==> src/hdl/met_regs.svh <==
// Purpose: register offsets, field positions, reset values and timing counts
// Assumes: byte addresses on an 8-bit register port, one 32-bit word each
// Notes:   definitions only
`ifndef MET_REGS_SVH
`define MET_REGS_SVH

// ==================================================================
// register offsets
`define MET_ADDR_CTRL     8'h00
`define MET_ADDR_WEEK     8'h04
`define MET_ADDR_SECONDS  8'h08
`define MET_ADDR_OFF_LO   8'h0C
`define MET_ADDR_OFF_HI   8'h10
`define MET_ADDR_STD_LO   8'h14
`define MET_ADDR_STD_HI   8'h18
`define MET_ADDR_UTC_LO   8'h1C
`define MET_ADDR_UTC_HI   8'h20
`define MET_ADDR_CLKSTAT  8'h24
`define MET_ADDR_STATUS   8'h28
`define MET_ADDR_NANOS    8'h2C

// ==================================================================
// control fields and reset values
`define MET_CTRL_EN_LSB   0
`define MET_CTRL_EN_MSB   3
`define MET_CTRL_ASCII    4
`define MET_CTRL_UTC_OK   5
`define MET_CTRL_RESET    32'h0000_000F
`define MET_ZERO32        32'h0000_0000

// ==================================================================
// timing: clock period and the one-second wrap of the nanosecond field
`define MET_CLK_PERIOD_NS 4
`define MET_NS_STEP       32'h0000_0004
`define MET_NS_PER_SEC    32'h3B9A_CA00
`define MET_COARSE_MASK   32'hFFFF_FF00

// ==================================================================
// record identifiers, layout and terminator
`define MET_ID_A          16'h00E7
`define MET_ID_B          16'h0268
`define MET_ID_C          16'h0433
`define MET_ID_D          16'h0434
`define MET_REC_BYTES     16'h002C
`define MET_W_HDR         4'h0
`define MET_W_WEEK        4'h1
`define MET_W_SEC         4'h2
`define MET_W_NS          4'h3
`define MET_W_OFF_LO      4'h4
`define MET_W_OFF_HI      4'h5
`define MET_W_STD_LO      4'h6
`define MET_W_STD_HI      4'h7
`define MET_W_UTC_LO      4'h8
`define MET_W_UTC_HI      4'h9
`define MET_W_CLKSTAT     4'hA
`define MET_W_CRC         4'hB
`define MET_W_TERM        4'hC
`define MET_CRLF          32'h0000_0D0A
`define MET_CRC_POLY      32'hEDB8_8320

`endif

==> src/hdl/met_pkg.sv <==
// Purpose: shared types of the event mark timestamp block
// Assumes: constants live in met_regs.svh
// Notes:   types only
package met_pkg;

  // ==================================================================
  // captured instant: whole seconds of week and nanoseconds in second
  typedef struct packed {
    logic [31:0] sec;
    logic [31:0] ns;
  } met_stamp_t;

  // one word of the outgoing record stream
  typedef struct packed {
    logic        last;
    logic [31:0] data;
  } met_word_t;

  // record emitter states
  typedef enum logic [0:0] {
    MET_IDLE,
    MET_EMIT
  } met_state_t;

endpackage : met_pkg

==> src/hdl/met_top.sv <==
// Purpose: timestamps leading edges on four event mark inputs, emits time records
// Assumes: ref_clk 250 MHz, inputs synchronous in level but treated as asynchronous
// Notes:   records leave as 32-bit words through a 16-word fifo and an output slice
`timescale 1ns/1ns
`include "met_regs.svh"

// ====================================================================
// fifo with valid and ready on both sides
module met_fifo #(
  parameter int WIDTH = 33,
  parameter int DEPTH = 16
) (
  // clock and reset
  input  wire logic             ref_clk,
  input  wire logic             reset,
  // fill side
  input  wire logic             in_valid,
  output      logic             in_ready,
  input  wire logic [WIDTH-1:0] in_data,
  // drain side
  output      logic             out_valid,
  input  wire logic             out_ready,
  output      logic [WIDTH-1:0] out_data
);
  localparam int AW = $clog2(DEPTH);

  logic [WIDTH-1:0] mem [DEPTH];
  logic [AW-1:0]    wr_ptr_reg, wr_ptr_next;
  logic [AW-1:0]    rd_ptr_reg, rd_ptr_next;
  logic [AW:0]      count_reg,  count_next;
  logic             push, pop;

  // honest full and empty straight from the count
  assign in_ready  = (count_reg != DEPTH[AW:0]);
  assign out_valid = (count_reg != '0);
  assign out_data  = mem[rd_ptr_reg];
  assign push      = in_valid && in_ready;
  assign pop       = out_valid && out_ready;

  // pointer and count next values
  always_comb begin
    wr_ptr_next = push ? wr_ptr_reg + 1'b1 : wr_ptr_reg;
    rd_ptr_next = pop ? rd_ptr_reg + 1'b1 : rd_ptr_reg;
    count_next  = count_reg;
    if (push && !pop) begin
      count_next = count_reg + 1'b1;
    end else if (pop && !push) begin
      count_next = count_reg - 1'b1;
    end
  end

  // storage is not reset; only words under the count are ever read
  always_ff @(posedge ref_clk) begin
    if (push) begin
      mem[wr_ptr_reg] <= in_data;
    end
  end

  always_ff @(posedge ref_clk or posedge reset) begin
    if (reset) begin
      wr_ptr_reg <= '0;
      rd_ptr_reg <= '0;
      count_reg  <= '0;
    end else begin
      wr_ptr_reg <= wr_ptr_next;
      rd_ptr_reg <= rd_ptr_next;
      count_reg  <= count_next;
    end
  end
endmodule : met_fifo

// ====================================================================
// top: capture, record emitter and register port
module met_top (
  // clock and reset
  input  wire logic        ref_clk,
  input  wire logic        reset,
  // event mark inputs and pulse-per-second reference
  input  wire logic        event_mark_in_a,
  input  wire logic        event_mark_in_b,
  input  wire logic        event_mark_in_c,
  input  wire logic        event_mark_in_d,
  input  wire logic        pulse_per_second_ref,
  // trigger pulse for outputs requested on mark
  output      logic        on_event_trigger,
  // register port
  input  wire logic [7:0]  reg_addr,
  input  wire logic [31:0] reg_wdata,
  input  wire logic        reg_write,
  input  wire logic        reg_read,
  output      logic [31:0] reg_rdata,
  // record stream
  output      logic        rec_valid,
  input  wire logic        rec_ready,
  output      logic [31:0] rec_data,
  output      logic        rec_last
);

  // one crc step over a 32-bit word, reflected, lsb first
  function automatic logic [31:0] met_crc_word(input logic [31:0] crc,
                                               input logic [31:0] data);
    logic [31:0] c;
    c = crc ^ data;
    for (int i = 0; i < 32; i++) begin
      c = c[0] ? ((c >> 1) ^ `MET_CRC_POLY) : (c >> 1);
    end
    return c;
  endfunction : met_crc_word

  // ==================================================================
  // synchronisers: bit 4 is the pulse-per-second reference
  logic [4:0] sync1_reg, sync2_reg, prev_reg;
  logic [4:0] pins, rise;
  assign pins = {pulse_per_second_ref, event_mark_in_d, event_mark_in_c,
                 event_mark_in_b, event_mark_in_a};
  assign rise = sync2_reg & ~prev_reg;  // edges seen only after the second flop

  always_ff @(posedge ref_clk or posedge reset) begin
    if (reset) begin
      sync1_reg <= '0;
      sync2_reg <= '0;
      prev_reg  <= '0;
    end else begin
      sync1_reg <= pins;
      sync2_reg <= sync1_reg;
      prev_reg  <= sync2_reg;
    end
  end

  // ==================================================================
  // registers written by software
  logic [31:0] ctrl_reg, ctrl_next, week_reg, week_next, stat_reg, stat_next;
  logic [63:0] off_reg, off_next, std_reg, std_next, utc_reg, utc_next;
  logic [31:0] rdata_reg, rdata_next;
  logic        sec_load;
  met_pkg::met_stamp_t now_reg, now_next;
  logic        pps_seen_reg, pps_seen_next;
  logic [3:0]  pend_reg;

  assign sec_load = reg_write && (reg_addr == `MET_ADDR_SECONDS);

  // decode of writes and reads; unmapped reads answer zero
  always_comb begin
    ctrl_next  = ctrl_reg;
    week_next  = week_reg;
    stat_next  = stat_reg;
    off_next   = off_reg;
    std_next   = std_reg;
    utc_next   = utc_reg;
    rdata_next = `MET_ZERO32;
    if (reg_write) begin
      if (reg_addr == `MET_ADDR_CTRL) begin
        ctrl_next = reg_wdata;
      end else if (reg_addr == `MET_ADDR_WEEK) begin
        week_next = reg_wdata;
      end else if (reg_addr == `MET_ADDR_OFF_LO) begin
        off_next[31:0] = reg_wdata;
      end else if (reg_addr == `MET_ADDR_OFF_HI) begin
        off_next[63:32] = reg_wdata;
      end else if (reg_addr == `MET_ADDR_STD_LO) begin
        std_next[31:0] = reg_wdata;
      end else if (reg_addr == `MET_ADDR_STD_HI) begin
        std_next[63:32] = reg_wdata;
      end else if (reg_addr == `MET_ADDR_UTC_LO) begin
        utc_next[31:0] = reg_wdata;
      end else if (reg_addr == `MET_ADDR_UTC_HI) begin
        utc_next[63:32] = reg_wdata;
      end else if (reg_addr == `MET_ADDR_CLKSTAT) begin
        stat_next = reg_wdata;
      end
    end
    if (reg_read) begin
      if (reg_addr == `MET_ADDR_CTRL) begin
        rdata_next = ctrl_reg;
      end else if (reg_addr == `MET_ADDR_WEEK) begin
        rdata_next = week_reg;
      end else if (reg_addr == `MET_ADDR_SECONDS) begin
        rdata_next = now_reg.sec;
      end else if (reg_addr == `MET_ADDR_OFF_LO) begin
        rdata_next = off_reg[31:0];
      end else if (reg_addr == `MET_ADDR_OFF_HI) begin
        rdata_next = off_reg[63:32];
      end else if (reg_addr == `MET_ADDR_STD_LO) begin
        rdata_next = std_reg[31:0];
      end else if (reg_addr == `MET_ADDR_STD_HI) begin
        rdata_next = std_reg[63:32];
      end else if (reg_addr == `MET_ADDR_UTC_LO) begin
        rdata_next = utc_reg[31:0];
      end else if (reg_addr == `MET_ADDR_UTC_HI) begin
        rdata_next = utc_reg[63:32];
      end else if (reg_addr == `MET_ADDR_CLKSTAT) begin
        rdata_next = stat_reg;
      end else if (reg_addr == `MET_ADDR_STATUS) begin
        rdata_next = {27'h000_0000, pend_reg, pps_seen_reg};
      end else if (reg_addr == `MET_ADDR_NANOS) begin
        rdata_next = now_reg.ns;
      end
    end
  end

  always_ff @(posedge ref_clk or posedge reset) begin
    if (reset) begin
      ctrl_reg  <= `MET_CTRL_RESET;
      week_reg  <= `MET_ZERO32;
      stat_reg  <= `MET_ZERO32;
      off_reg   <= '0;
      std_reg   <= '0;
      utc_reg   <= '0;
      rdata_reg <= `MET_ZERO32;
    end else begin
      ctrl_reg  <= ctrl_next;
      week_reg  <= week_next;
      stat_reg  <= stat_next;
      off_reg   <= off_next;
      std_reg   <= std_next;
      utc_reg   <= utc_next;
      rdata_reg <= rdata_next;
    end
  end
  assign reg_rdata = rdata_reg;

  // ==================================================================
  // receiver time: nanoseconds step by one clock period every cycle
  always_comb begin
    now_next      = now_reg;
    pps_seen_next = pps_seen_reg | rise[4];
    now_next.ns   = now_reg.ns + `MET_NS_STEP;  // 4 ns per tick
    if (rise[4]) begin
      // reference edge realigns the second boundary
      now_next.ns  = `MET_ZERO32;
      now_next.sec = now_reg.sec + 1'b1;
    end else if (now_next.ns >= `MET_NS_PER_SEC) begin
      now_next.ns  = `MET_ZERO32;
      now_next.sec = now_reg.sec + 1'b1;
    end
    if (sec_load) begin
      now_next.sec = reg_wdata;
    end
  end

  always_ff @(posedge ref_clk or posedge reset) begin
    if (reset) begin
      now_reg      <= '0;
      pps_seen_reg <= 1'b0;
    end else begin
      now_reg      <= now_next;
      pps_seen_reg <= pps_seen_next;
    end
  end

  // ==================================================================
  // capture: one stamp and one pending flag per mark input
  met_pkg::met_stamp_t cap_reg [4];
  met_pkg::met_stamp_t cap_next [4];
  logic [3:0] pend_next, take, clr;
  logic       trig_reg, trig_next;

  assign take = rise[3:0] & ctrl_reg[`MET_CTRL_EN_MSB:`MET_CTRL_EN_LSB];

  genvar g;
  generate
    for (g = 0; g < 4; g++) begin : g_cap
      // a new edge wins over a clear in the same cycle
      always_comb begin
        cap_next[g]  = cap_reg[g];
        pend_next[g] = pend_reg[g] & ~clr[g];
        if (take[g]) begin
          cap_next[g].sec = now_reg.sec;
          // coarse until the reference has been seen
          cap_next[g].ns  = pps_seen_reg ? now_reg.ns
                                         : (now_reg.ns & `MET_COARSE_MASK);
          pend_next[g]    = 1'b1;
        end
      end

      always_ff @(posedge ref_clk or posedge reset) begin
        if (reset) begin
          cap_reg[g]  <= '0;
          pend_reg[g] <= 1'b0;
        end else begin
          cap_reg[g]  <= cap_next[g];
          pend_reg[g] <= pend_next[g];
        end
      end
    end
  endgenerate

  // trigger pulse one cycle after the detected edge, input a only
  assign trig_next = take[0];

  always_ff @(posedge ref_clk or posedge reset) begin
    if (reset) begin
      trig_reg <= 1'b0;
    end else begin
      trig_reg <= trig_next;
    end
  end
  assign on_event_trigger = trig_reg;

  // ==================================================================
  // record emitter: fixed priority a, b, c, d; stalls on a full fifo
  met_pkg::met_state_t state_reg, state_next;
  logic [1:0]  chan_reg, chan_next;
  logic [3:0]  widx_reg, widx_next;
  logic [31:0] crc_reg, crc_next;
  logic [31:0] word;
  logic [15:0] msg_id;
  logic        is_last, fifo_in_ready;
  met_pkg::met_word_t fifo_in;

  // header identifier per input
  always_comb begin
    case (chan_reg)
      2'd0:    msg_id = `MET_ID_A;
      2'd1:    msg_id = `MET_ID_B;
      2'd2:    msg_id = `MET_ID_C;
      default: msg_id = `MET_ID_D;
    endcase
  end

  // word selection by position in the record
  always_comb begin
    case (widx_reg)
      `MET_W_HDR:     word = {msg_id, `MET_REC_BYTES};
      `MET_W_WEEK:    word = week_reg;
      `MET_W_SEC:     word = cap_reg[chan_reg].sec;
      `MET_W_NS:      word = cap_reg[chan_reg].ns;
      `MET_W_OFF_LO:  word = off_reg[31:0];
      `MET_W_OFF_HI:  word = off_reg[63:32];
      `MET_W_STD_LO:  word = std_reg[31:0];
      `MET_W_STD_HI:  word = std_reg[63:32];
      `MET_W_UTC_LO:  word = ctrl_reg[`MET_CTRL_UTC_OK] ? utc_reg[31:0]
                                                         : `MET_ZERO32;
      `MET_W_UTC_HI:  word = ctrl_reg[`MET_CTRL_UTC_OK] ? utc_reg[63:32]
                                                         : `MET_ZERO32;
      `MET_W_CLKSTAT: word = stat_reg;
      `MET_W_CRC:     word = crc_reg;
      default:        word = `MET_CRLF;
    endcase
  end

  assign is_last = ctrl_reg[`MET_CTRL_ASCII] ? (widx_reg == `MET_W_TERM)
                                             : (widx_reg == `MET_W_CRC);
  assign fifo_in.data = word;
  assign fifo_in.last = is_last;

  // sequencing, crc accumulation and release of the pending flag
  always_comb begin
    state_next = state_reg;
    chan_next  = chan_reg;
    widx_next  = widx_reg;
    crc_next   = crc_reg;
    clr        = 4'h0;
    case (state_reg)
      met_pkg::MET_IDLE: begin
        widx_next = `MET_W_HDR;
        crc_next  = `MET_ZERO32;
        if (pend_reg != 4'h0) begin
          state_next = met_pkg::MET_EMIT;
          if (pend_reg[0]) begin
            chan_next = 2'd0;
          end else if (pend_reg[1]) begin
            chan_next = 2'd1;
          end else if (pend_reg[2]) begin
            chan_next = 2'd2;
          end else begin
            chan_next = 2'd3;
          end
        end
      end
      default: begin
        if (fifo_in_ready) begin
          widx_next = widx_reg + 1'b1;
          if (widx_reg < `MET_W_CRC) begin
            crc_next = met_crc_word(crc_reg, word);
          end
          if (is_last) begin
            state_next     = met_pkg::MET_IDLE;
            clr[chan_reg]  = 1'b1;
          end
        end
      end
    endcase
  end

  always_ff @(posedge ref_clk or posedge reset) begin
    if (reset) begin
      state_reg <= met_pkg::MET_IDLE;
      chan_reg  <= 2'd0;
      widx_reg  <= `MET_W_HDR;
      crc_reg   <= `MET_ZERO32;
    end else begin
      state_reg <= state_next;
      chan_reg  <= chan_next;
      widx_reg  <= widx_next;
      crc_reg   <= crc_next;
    end
  end

  // ==================================================================
  // fifo and registered output slice
  logic               fifo_out_valid, fifo_pop;
  met_pkg::met_word_t fifo_out;
  logic               ov_reg, ov_next;
  met_pkg::met_word_t od_reg, od_next;

  met_fifo #(
    .WIDTH (33),
    .DEPTH (16)
  ) u_fifo (
    .ref_clk   (ref_clk),
    .reset     (reset),
    .in_valid  (state_reg == met_pkg::MET_EMIT),
    .in_ready  (fifo_in_ready),
    .in_data   (fifo_in),
    .out_valid (fifo_out_valid),
    .out_ready (fifo_pop),
    .out_data  (fifo_out)
  );

  // slice refills whenever empty or drained this cycle
  assign fifo_pop = !ov_reg || rec_ready;

  always_comb begin
    ov_next = ov_reg;
    od_next = od_reg;
    if (fifo_pop) begin
      ov_next = fifo_out_valid;
      od_next = fifo_out;
    end
  end

  always_ff @(posedge ref_clk or posedge reset) begin
    if (reset) begin
      ov_reg <= 1'b0;
      od_reg <= '0;
    end else begin
      ov_reg <= ov_next;
      od_reg <= od_next;
    end
  end
  assign rec_valid = ov_reg;
  assign rec_data  = od_reg.data;
  assign rec_last  = od_reg.last;

endmodule : met_top
==> config.mk <==
export PLATFORM = sky130hd
export DESIGN_NAME = met_top
export DESIGN_NICKNAME = d
export VERILOG_FILES = /design/src/hdl/met_pkg.sv /design/src/hdl/met_top.sv
export VERILOG_INCLUDE_DIRS = /design/src /design/src/hdl
export SDC_FILE = /design/constraint.sdc
export NUM_CORES = 2
export LEC_CHECK = 0
export BUFFER_PORTS_ARGS = -buffer_cell sky130_fd_sc_hd__buf_2
export CAP_MARGIN = 0
export CORE_AREA = 2 2 417 336
export DETAILED_ROUTE_END_ITERATION = 8
export DIE_AREA = 0 0 419 338
export PLACE_DENSITY = 0.55
export SLEW_MARGIN = 20
export SYNTH_ARGS = -nofsm -noshare
export SYNTH_HDL_FRONTEND = slang
export SYNTH_HIERARCHICAL = 1
export SYNTH_SLANG_ARGS = --single-unit
==> constraint.sdc <==
create_clock -name ref_clk -period 68.9 [get_ports ref_clk]
set_input_delay 13.78 -clock ref_clk [delete_from_list [all_inputs] [get_ports ref_clk]]
set_output_delay 13.78 -clock ref_clk [all_outputs]
set_load 0.01 [all_outputs]
==> impl_results.md <==
* Synthesis-stage register bit count at 1,265
* Number of synthesis warnings at 6
* Layout cells sized above 1 at 25.3%
* Critical path cell sequence: buf_2, nand2b_1, nand2b_1, nand3_2, buf_4, mux2_2
* Fmax achieved at 59.7 MHz
* Inserted Diodes at 0
* Worst skew pair latency at 0.79 ns
* Crit Path Category: in -> reg
* Iteration-0 DRC Markers at 4,650
* Nets@finish at 4,429
* Fill cells at 12,100
* Area after DPL at 61,200 µm²
* CP arrival at 17.41 ns
* Initial Util at 42.8%
* Vias per std cell at 6.02
* Post-route cell area at 65,600 µm²
* Worst slew margin at 22.9%
* Reg area at 34,300 µm²
* Post-CTS Hold Buffers at 0
* Tmin final at 16.76 ns
* Unrepaired setup endpoints after global routing: false
* Critical path depth at 6
* Clock sinks at 1,265
* Worst-margin pin slew at 1.15 ns
* Crit path max-delay family: simple AND/OR/NAND/NOR gates
* Area occupied by multi-input gates at 22,900 µm²
* Top FF cell, synth: dfrtp_1
* Routed WL per cell at 29.1 µm
* Initial antenna violation count at 2
* Count of different cell masters after synthesis at 94
* Setup TNS Final at 0 ns
* Vias at 38,000
* Post-CTS sizing at 0
* Worst reg-to-reg path cell count at 15
* Vias in the first global route at 37,100
* Pin count of the biggest net entering global routing at 188
* Antenna-violating nets left at 0
* Max reg flops at 528
* Post-synthesis async set-or-reset flop share at 58.3%
* Max incr delay on CP at 0.91 ns
* Placer Congestion at 0.915
* CTS tree: yes
* MaxCap Viol Count at 0
* Core Region at 138,000 µm²
* Hold path depth at 0
* Most frequent cells in the layout: dfrtp_1 (726), edfxtp_1 (528), mux2_2 (449)
* Die span in y at 338 µm
* Commonest non-fill, non-tap cell in the layout: dfrtp_1
* Worst-path fanout max at 28
* Post-CTS Setup Inserts at 0
* CTS Root Cell: clkbuf_16
* Top cell by count, worst path: nand2b_1
* Data required, critical path at 69.55 ns
* H-tree levels at 4
* Gr usage total at 26.0%
* Post-Syn Area at 58,900 µm²
* Post-DP HPWL at 110,000 µm
* DRC at 0
* Cell count after synthesis at 4,328
* GRT overflow at 0
* Startpoint Class: input pin
* Port bufs at 116
* Tcrit/Tclk final at 24.3%
* Final setup margin at 52.14 ns
* Clock Skews at 0.0398 ns
* Routed wire length at 184,000 µm
* Die Wd at 419 µm
* Rows at 122
* Final Max Tran Viols at 0
* CTS Buf Count at 135
* Sequential element share of the synthesized area at 58.3%
* Post-synth EDFFs at 528
* Setup-failing EPs final at 0
* Crit. End Element: flop
* Crit path buffers/inverters at 2
* Hold Fails Final Rpt at 0
* HP Class: reg -> reg
* Crit-path slowest cell: nand2b_1
* Hold WS at 0.347 ns
* Clock buffer depth at 3
* Area Growth Syn to Fin at 11.5%
* Synthesized area per cell at 13.6 µm²
* IO Count at 117
* DR pass1 iterations at 9
* DP Worst Slack at 51.55 ns
* Die ar. at 142,000 µm²
* Clock-pin slew on the worst setup and hold paths at 0.06 ns
* Status: finished, final reports clean
* Global-route wire length before repair at 267,000 µm
## through the flow
step | util, % | std cells
4_1_cts | 47.7 | 6322
3_3_place_gp | 44.5 | 6078
2_1_floorplan | - | 4329
5_1_grt | 47.7 | 6323
3_5_place_dp | 44.5 | 6078
6_report | 47.7 | 6323
## cells by family after synthesis
group | share of synthesized area (%)
multiplexers | 16.2
other | 0.00637
flip-flops | 58.3
AO/OA/AOI/OAI | 9.43
adder cells (fa/ha/maj) | 0.502
buffers and inverters | 3.30
AND/OR/NAND/NOR | 6.01
XOR/XNOR | 6.31
## worst reg2reg max path, cell delays in order (launching register included)
cell	delay, ns
dfrtp_2	0.79
buf_4	0.64
nor3b_2	0.22
buf_4	0.40
a22o_1	0.38
a2111oi_2	0.76
mux2i_1	0.92
xnor3_1	0.60
xnor2_1	0.40
xnor2_2	0.24
xnor3_1	0.47
xnor2_2	0.64
xnor2_1	0.40
xnor2_1	0.38
nand2_1	0.09
a21oi_1	0.16
## layer usage
| metal | wire, µm | share of wire (%) | global-route usage (%) |
|---|---|---|---|
| met2 | 79400 | 43 | 37.7 |
| met3 | 14800 | 8.1 | 4.89 |
| met1 | 84900 | 46 | 39.4 |
| met5 | 0 | 0 | 0 |
| met4 | 4680 | 2.5 | 7.83 |
## cells in the mapped netlist, types with 30 or more instances
library cell,instances,share of area [%]
mux2i_1,146,2.5
buf_1,56,0.36
mux2_2,449,8.6
inv_1,51,0.33
a22oi_1,171,2.2
buf_2,49,0.42
a221oi_2,33,0.84
nor2_1,183,1.2
nand4_1,30,0.32
a221oi_1,68,1.0
o21ai_0,174,1.5
clkbuf_1,168,1.1
xnor2_1,160,2.4
dfrtp_1,733,31
xnor3_1,36,1.4
a21oi_1,175,1.5
edfxtp_1,528,27
nand2_1,414,2.6
nand3_1,74,0.63
a22o_1,36,0.54
xor2_1,85,1.3
mux4_2,115,4.4
## area by class of cell
class                   instances  area share, %
clock buffers                 195           5.93
inverters                      53          0.316
flip-flops and latches       1265           52.3
repair buffers                225           2.24
well taps                    1860           3.55
multi-input cells            2676           34.9
clock inverters                49          0.793
## path summary, 6_finish.rpt
path | start | end | slack (ns)
setup / recovery | reg_addr[2] | off_reg[48] | 52.14
hold / removal | sync1_reg[4] | sync2_reg[4] | 0.35
setup reg to reg | widx_reg[2] | crc_reg[6] | 61.34
hold reg to reg | sync1_reg[4] | sync2_reg[4] | 0.35
max in group asynchronous | reset | chan_reg[0] | 52.74
min in group asynchronous | reset | rec_data[14] | 13.05
Power is left out: the tool's default activity adds up to more than one toggle a clock period on the data nets, which glitch-free logic cannot reach.
